<file path="src/logic/dpsram_ctl_map.svh">
`ifndef DPSRAM_CTL_MAP_SVH
`define DPSRAM_CTL_MAP_SVH
// Clock period in ns
`define DPS_CLK_NS        10
// Device timing figures in ns
`define DPS_T_RC_NS       55
`define DPS_T_AA_NS       55
`define DPS_T_DOE_NS      25
`define DPS_T_WC_NS       55
`define DPS_T_PWE_NS      30
`define DPS_T_HZWE_NS     25
`define DPS_T_SD_NS       20
`define DPS_T_HA_NS       2
`define DPS_T_BDD_NS      45
`define DPS_T_BHA_NS      30
// Output float after output-enable or select rises
`define DPS_T_HZOE_NS     25
// Least times round up, longest device delays are waited in full (round up)
`define DPS_CYC(ns)       (((ns) + `DPS_CLK_NS - 1) / `DPS_CLK_NS)
`define DPS_RD_CYC        `DPS_CYC(`DPS_T_AA_NS)
`define DPS_WE_CYC        `DPS_CYC(`DPS_T_HZWE_NS + `DPS_T_SD_NS)
`define DPS_SD_CYC        `DPS_CYC(`DPS_T_SD_NS)
`define DPS_HA_CYC        `DPS_CYC(`DPS_T_HA_NS)
`define DPS_BDD_CYC       `DPS_CYC(`DPS_T_BDD_NS)
`define DPS_BUSY_CYC      `DPS_CYC(`DPS_T_BHA_NS)
// Pin synchroniser depth in clocks
`define DPS_SYNC_CYC      2
`define DPS_CNT_W         4
`endif

</file>
<file path="src/logic/dpsram_ctl_pkg.sv">
package dpsram_ctl_pkg;
	// One host request
	typedef struct packed {
		logic        write;    // High for a write
		logic [10:0] addr;     // Word address
		logic [7:0]  data;     // Write data
	} dpsc_req_t;
	// Sequencer states, one-hot
	typedef enum logic [5:0] {
		DPSC_IDLE  = 6'h01,
		DPSC_RD    = 6'h02,
		DPSC_BUSYW = 6'h04,
		DPSC_WR    = 6'h08,
		DPSC_WHOLD = 6'h10,
		DPSC_GAP   = 6'h20
	} dpsc_state_t;
endpackage : dpsram_ctl_pkg

</file>
<file path="src/logic/dpsc_host.sv">
`include "dpsram_ctl_map.svh"
// What this block does
// - Data setup 20 ns, held past end
// - Write-enable high on reads, 55 ns apart
// - Write cycle 55, setup 40, hold 2
// - Write pulse max of 30 or float+setup
// - Output-enable high allows 30 ns pulse; the pulse here stays float+setup
module dpsc_host #(
	parameter int ADDR_W = 11,                    // Address width
	parameter int DATA_W = 8                      // Data width
) (
	input  wire logic                      ref_clk,    // 100 MHz clock
	input  wire logic                      reset_n,    // Sync reset, low
	input  wire logic                      req_valid,  // Request offered
	input  wire dpsram_ctl_pkg::dpsc_req_t req,        // Request fields
	output logic                           req_ready,  // Request taken
	output logic                           rsp_valid,  // Access done pulse
	output logic [DATA_W-1:0]              rsp_data,   // Read data
	output logic                           mbox_irq,   // Mailbox flag seen
	output logic                           ce_n,       // Chip select, low
	output logic                           we_n,       // Write enable, low
	output logic                           oe_n,       // Output enable, low
	output logic [ADDR_W-1:0]              sram_addr,  // Address pins
	output logic [DATA_W-1:0]              dq_out,     // Data out
	output logic                           dq_oe_n,    // Data drive, low
	input  wire logic [DATA_W-1:0]         dq_in,      // Data in pins
	input  wire logic                      busy_n,     // Contention flag
	input  wire logic                      int_n       // Mailbox flag
);
	// The request struct fixes the widths; any other size cannot be carried
	if (ADDR_W + DATA_W + 1 != $bits(dpsram_ctl_pkg::dpsc_req_t) || DATA_W != $bits(req.data)) begin : g_size_chk
		$error("dpsc_host: widths must match the request fields");
	end

	// Phase lengths in clocks, all taken from the timing map
	localparam logic [3:0] RD_C    = 4'(`DPS_RD_CYC);              // Access time
	localparam logic [3:0] WE_C    = 4'(`DPS_WE_CYC);              // Write pulse
	localparam logic [3:0] HA_C    = 4'(`DPS_HA_CYC);              // Address hold
	localparam logic [3:0] BDD_C   = 4'(`DPS_BDD_CYC);             // Data after busy release
	localparam logic [3:0] GAP_C   = 4'(`DPS_CYC(`DPS_T_WC_NS) - `DPS_WE_CYC - `DPS_HA_CYC);
	localparam logic [3:0] SYNC_C  = 4'(`DPS_SYNC_CYC);            // Two-flop pin delay
	localparam logic [3:0] FLT_C   = 4'(`DPS_CYC(`DPS_T_HZOE_NS)); // Device output float
	// A read's drivers may still be on for the float time after output-enable rises,
	// so the gap covers it before the next write drives dq; writes pay a few idle clocks
	localparam logic [3:0] GAP_END = (GAP_C > FLT_C) ? GAP_C : FLT_C;

	// Pin synchronisers: first stage read only by second
	logic [DATA_W-1:0] dq_s1, dq_s2;
	logic              busy_s1, busy_s2, int_s1, int_s2;
	always_ff @(posedge ref_clk) begin
		dq_s1   <= dq_in;
		dq_s2   <= dq_s1;
		busy_s1 <= busy_n;
		busy_s2 <= busy_s1;
		int_s1  <= int_n;
		int_s2  <= int_s1;
	end

	dpsram_ctl_pkg::dpsc_state_t state, next_state;
	logic [3:0]        cnt, next_cnt;             // Phase timer
	logic              next_ce_n, next_we_n, next_oe_n, next_dq_oe_n;
	logic [ADDR_W-1:0] next_addr;
	logic [DATA_W-1:0] next_dq_out, next_rsp_data;
	logic              next_rsp_valid, next_req_ready, next_irq;

	// Sequencer next values
	always_comb begin
		next_state     = state;
		next_cnt       = cnt;
		next_ce_n      = ce_n;
		next_we_n      = we_n;
		next_oe_n      = oe_n;
		next_dq_oe_n   = dq_oe_n;
		next_addr      = sram_addr;
		next_dq_out    = dq_out;
		next_rsp_data  = rsp_data;
		next_rsp_valid = 1'b0;
		next_req_ready = 1'b0;
		next_irq       = ~int_s2;                 // Flag from device, level
		unique case (state)
			dpsram_ctl_pkg::DPSC_IDLE: begin
				next_ce_n = 1'b1;                 // Idle deselect gives standby
				next_oe_n = 1'b1;
				next_we_n = 1'b1;
				if (req_valid && !req_ready) begin
					next_req_ready = 1'b1;
					next_addr      = req.addr;    // Address set on the same clock as the strobes
					next_dq_out    = req.data;
					next_cnt       = 4'h0;
					next_ce_n      = 1'b0;        // Select resumes with no wait
					if (req.write) begin
						next_we_n    = 1'b0;      // Write-enable with select keeps device off bus
						next_oe_n    = 1'b1;      // Output-enable high: short pulse allowed
						next_dq_oe_n = 1'b0;
						next_state   = dpsram_ctl_pkg::DPSC_WR;
					end else begin
						next_we_n  = 1'b1;        // Reads keep write-enable high
						next_oe_n  = 1'b0;
						next_state = dpsram_ctl_pkg::DPSC_RD;
					end
				end
			end
			dpsram_ctl_pkg::DPSC_RD: begin
				next_cnt = cnt + 4'h1;
				// Busy low means the far port won the word, whichever came first
				if (!busy_s2) begin
					next_cnt   = 4'h0;            // Blocked: data frozen while busy
					next_state = dpsram_ctl_pkg::DPSC_BUSYW;
				end else if (cnt == RD_C + SYNC_C) begin
					// Address stays put past this sample, so old-data hold is never relied on
					next_rsp_data  = dq_s2;       // Past access time plus sync
					next_rsp_valid = 1'b1;        // Reads on mailbox clear own flag
					next_ce_n      = 1'b1;
					next_oe_n      = 1'b1;        // Device floats within its delay
					next_cnt       = 4'h0;
					next_state     = dpsram_ctl_pkg::DPSC_GAP;
				end
			end
			dpsram_ctl_pkg::DPSC_BUSYW: begin
				next_cnt = busy_s2 ? cnt + 4'h1 : 4'h0;
				if (cnt == BDD_C + SYNC_C) begin
					next_rsp_data  = dq_s2;       // Valid after busy release
					next_rsp_valid = 1'b1;
					next_ce_n      = 1'b1;
					next_oe_n      = 1'b1;
					next_cnt       = 4'h0;
					next_state     = dpsram_ctl_pkg::DPSC_GAP;
				end
			end
			dpsram_ctl_pkg::DPSC_WR: begin
				next_cnt = cnt + 4'h1;
				// Pulse covers float plus setup and the 30 ns floor
				if (cnt == WE_C - 4'h1) begin
					next_we_n  = 1'b1;            // Write ends on write-enable rise
					next_cnt   = 4'h0;
					next_state = dpsram_ctl_pkg::DPSC_WHOLD;
				end
			end
			dpsram_ctl_pkg::DPSC_WHOLD: begin
				next_cnt = cnt + 4'h1;
				if (cnt == HA_C - 4'h1) begin
					next_ce_n      = 1'b1;        // Address held past end
					next_dq_oe_n   = 1'b1;        // Data hold past end
					next_rsp_valid = 1'b1;        // Mailbox write raises far flag
					next_cnt       = 4'h0;
					next_state     = dpsram_ctl_pkg::DPSC_GAP;
				end
			end
			dpsram_ctl_pkg::DPSC_GAP: begin
				next_cnt = cnt + 4'h1;
				if (cnt >= GAP_END) begin
					next_state = dpsram_ctl_pkg::DPSC_IDLE; // Cycle spacing at least 55 ns
				end
			end
			default: begin
				next_state = dpsram_ctl_pkg::DPSC_IDLE;
			end
		endcase
	end

	// Register stage
	always_ff @(posedge ref_clk) begin
		if (!reset_n) begin
			state     <= dpsram_ctl_pkg::DPSC_IDLE;
			cnt       <= 4'h0;
			ce_n      <= 1'b1;
			we_n      <= 1'b1;
			oe_n      <= 1'b1;
			dq_oe_n   <= 1'b1;
			sram_addr <= '0;
			dq_out    <= '0;
			rsp_data  <= '0;
			rsp_valid <= 1'b0;
			req_ready <= 1'b0;
			mbox_irq  <= 1'b0;
		end else begin
			state     <= next_state;
			cnt       <= next_cnt;
			ce_n      <= next_ce_n;
			we_n      <= next_we_n;
			oe_n      <= next_oe_n;
			dq_oe_n   <= next_dq_oe_n;
			sram_addr <= next_addr;
			dq_out    <= next_dq_out;
			rsp_data  <= next_rsp_data;
			rsp_valid <= next_rsp_valid;
			req_ready <= next_req_ready;
			mbox_irq  <= next_irq;
		end
	end
endmodule : dpsc_host

</file>
<file path="config.mk">
export PLATFORM = sky130hd
export DESIGN_NAME = dpsc_host
export DESIGN_NICKNAME = d
export VERILOG_FILES = /design/src/logic/dpsram_ctl_pkg.sv /design/src/logic/dpsc_host.sv
export VERILOG_INCLUDE_DIRS = /design/src /design/src/logic
export SDC_FILE = /design/constraint.sdc
export NUM_CORES = 1
export LEC_CHECK = 0
export CAP_MARGIN = 0
export CORE_UTILIZATION = 39
export CTS_CLUSTER_SIZE = 20
export DETAILED_ROUTE_END_ITERATION = 16
export DONT_BUFFER_PORTS = 1
export HOLD_SLACK_MARGIN = 0.1
export PLACE_DENSITY_LB_ADDON = 0.12
export SYNTH_ARGS = -nofsm -noshare
export SYNTH_HDL_FRONTEND = slang
export SYNTH_SLANG_ARGS = --single-unit
export TNS_END_PERCENT = 1
</file>
<file path="constraint.sdc">
create_clock -name ref_clk -period 3.03 [get_ports ref_clk]
set_input_delay 0.4545 -clock ref_clk [delete_from_list [all_inputs] [get_ports ref_clk]]
set_output_delay 0.4545 -clock ref_clk [all_outputs]
set_load 0.01 [all_outputs]
</file>
==> results.yml <==
timing:
  setup_viol: 0
  finalHoldViolCount: 0
  fin_crit_ns: 2.32
  fin_crit_sh_pct: 76.6
  max_freq_mhz: 431
  finalMaxSlewViolations: 0
  rsz0062_at_grt: "false"
  worst_slack_ns: 0.708
  relSlewSlack_pct: 29.2
  clock_skew_ns: 0.00555
  fin_setup_tns_ns: 0
  worst_pin_slew_ns: 1.06
pwr:
  leakagePower_nw: 1.09
  clkPwrFrac_pct: 40.6
  combPwrFrac_pct: 11.3
  p_sw_mw: 0.543
  p_per_area_nw_per_um2: 752
  ir_drop_uv: 441
  switching_share_pct: 26.9
  seqPwrFrac_pct: 48.1
  internal_power_mw: 1.48
setup_path:
  path_max_fanout: 15
  critical_path_class: "reg -> reg"
  max_stage_delay_ns: 0.82
  worst_r2r_endpoint: "rsp_data[1]$_SDFFE_PN0P_"
  rrSetupSlack_ns: 0.71
  cp_num_buf_inv: 0
  path_cells: "or4_4 > nor3_1 > o21bai_1 > mux2i_1 > nor2_1"
  crit_path_start_kind: "register"
  crit_start: "state[2]$_SDFFE_PN0P_"
  crit_slowest_cell: "o21bai_1"
  timing.rr.start: "state[2]$_SDFFE_PN0P_"
  cp.required_ns: 3.25
  cp.arrival_ns: 2.54
  cp_top_family: "compound AO/OA/AOI/OAI gates"
  end_kind: "register"
  reg2regPathDepth: 5
  cp.depth: 5
die:
  design.portCount: 67
  start_util_pct: 40.9
  die-area_sq_um: 6600
  row_count: 28
  fp.dieH_um: 81.3
  fp.dieW_um: 81.3
  core_area_sq_um: 5990
hold_path:
  whs_path_depth: 0
  min-delay-start: "busy_n"
  hp-class: "in -> reg"
  holdPathEnd: "busy_s1$_DFF_P_"
clock_network:
  cts_tree: "built"
  clk_pin_slew_ns: 0.07
  cts_buffer_depth: 2
  htree_num_levels: 3
  cts_hold_buf: 0
  clock_sinks: 64
  insertion_delay_ns: 0.33
  cts_buffers: 9
  clockRootBuffer: "clkbuf_8"
  postCtsSetupBuffers: 0
  cts.repair.resized: 0
yosys:
  synth_compound_area_share_pct: 16.2
  synthAdderAreaFrac_pct: 1.02
  synthFlopType: "dfxtp_1"
  synth_top_cell_area_share_pct: 52.3
  yosysUniqueCellTypes: 48
  synth_most_common_cell: "dfxtp_1"
  synthTopCellsByArea: "dfxtp_1, nand2_1, a21oi_1"
  syn_inst: 273
  synth_common_cells: "dfxtp_1, nand2_1, a21oi_1"
  async_reset_ff_share_pct: 0
  synth_seq_cells: 64
  synth_enable_flop_cells: 0
  yosys.area_share.simple_pct: 21.0
  ys_seq_area_share_pct: 52.3
  yosys_warnings: 0
  syn_nets: 308
  yosysTopAreaCell: "dfxtp_1"
  synth_xor_area_share_pct: 1.07
  synth.avg_cell_area_sq_um: 8.97
  synth_area_sq_um: 2450
  synth_top_family_by_area: "simple AND/OR/NAND/NOR gates"
  synth.mux.area_fraction_pct: 3.27
placed_design:
  globalplace.congestion: 0.802
  placedInstanceArea_sq_um: 2460
  io_buffer_count: 0
  dpl.hpwl_um: 3510
  dp.cells: 331
  dp_slack_ns: 0.698
grt:
  grt_pass1_wl_um: 8130
  gr-total-overflow: 0
  grt_antenna_before_repair: 0
  grt_max_degree: 22
  grtUsageMet1_pct: 19.9
  use_met2_pct: 24.9
  globalRouteTotalUtil_pct: 16.5
  met3_usage_pct: 6.85
  first_global_vias: 1689
  top_usage_layer: "met2"
finish:
  final_cells: 347
  areaGrowthSynthToFinish_pct: 9.91
  drive_gt1_share_pct: 9.19
  final_cell_area_sq_um: 2690
  antenna-diode-count: 0
  utilization_pct: 44.9
  fin_nets: 302
detailed_routing:
  ant_nets: 0
  drc: 0
  via_count: 1837
  drt-initial-drc-count: 130
  first_pass_iters: 4
  viasPerCell: 5.29
  drt-total-wl_um: 5090
  wl_per_cell_um: 14.7
status:
  status: "complete, no violations"
job:
  maxCapViolations: 0
[worst max-delay path by stage]
stage | end | slack [ns]
floorplan | state[0]$_SDFFE_PN1P_ | 1.17
global placement | rsp_data[6]$_SDFFE_PN0P_ | 0.77
detailed placement | rsp_data[1]$_SDFFE_PN0P_ | 0.70
CTS | rsp_data[1]$_SDFFE_PN0P_ | 0.69
global route | rsp_data[1]$_SDFFE_PN0P_ | 0.47
finish | rsp_data[1]$_SDFFE_PN0P_ | 0.71
[through the flow]
| step | power, mW | hold slack [ns] |
|---|---|---|
| floorplan | 1.17 | 0.310 |
| CTS | 2.05 | 0.120 |
| detailed placement | 1.22 | 0.312 |
| global placement | 1.22 | 0.312 |
| finish | 2.02 | 0.145 |
| global route | 2.13 | 0.115 |
[final cells by class]
cell class              count  area [sq um]
fillers                   589          3300
clock inverters             6          91.3
flip-flops and latches     64          1280
multi-input cells         182          1040
repair buffers              2          15.0
inverters                   8          30.0
clock buffers              10           138
well taps                  75          93.8
[cells in the final DEF (no fill, tap or decap), drive strengths merged, types with 2 or more instances in the layout]
| cell | n |
|---|---|
| o21bai | 3 |
| bufinv | 2 |
| or3 | 2 |
| nor2b | 2 |
| buf | 2 |
| xor2 | 2 |
| a21o | 4 |
| nand2b | 6 |
| clkinv | 3 |
| o22ai | 2 |
| and3 | 2 |
| ha | 2 |
| dfxtp | 64 |
| nor4 | 5 |
| mux2i | 8 |
| a22o | 2 |
| o21ai | 6 |
| nand3b | 3 |
| o21a | 2 |
| nor3 | 7 |
| a21oi | 27 |
| nand2 | 48 |
| a32o | 2 |
| inv | 9 |
| clkbuf | 10 |
| o211ai | 3 |
| or4 | 2 |
| nor2 | 25 |
| a221o | 2 |
[power groups by stage]
stage	Sequential (mW)	Clock (mW)	Combinational, mW
global placement	0.994	0	0.230
detailed placement	0.995	0	0.229
finish	0.974	0.822	0.228
floorplan	0.966	0	0.207
CTS	0.975	0.849	0.229
global route	0.984	0.887	0.257
[cells by family after synthesis]
| logic type | after synthesis |
|---|---|
| flip-flops | 64 |
| adder cells (fa/ha/maj) | 2 |
| XOR/XNOR | 3 |
| buffers and inverters | 27 |
| AO/OA/AOI/OAI | 61 |
| multiplexers | 8 |
| AND/OR/NAND/NOR | 108 |
[registers in the layout, indices dropped and copies added (netlist names), 4 cells and up]
name / count
sram_addr: 11
dq_out: 8
dq_s1: 8
dq_s2: 8
rsp_data: 8
state: 6
cnt: 4
[layer usage]
layer	wire length, um	share of wire, %	vias to the layer above
li1	-	-	924
met1	2260	44	845
met2	2370	47	59
met3	364	7.2	9
met4	91	1.8	0
met5	0	0	-
Power figures use the tool's default switching activity.
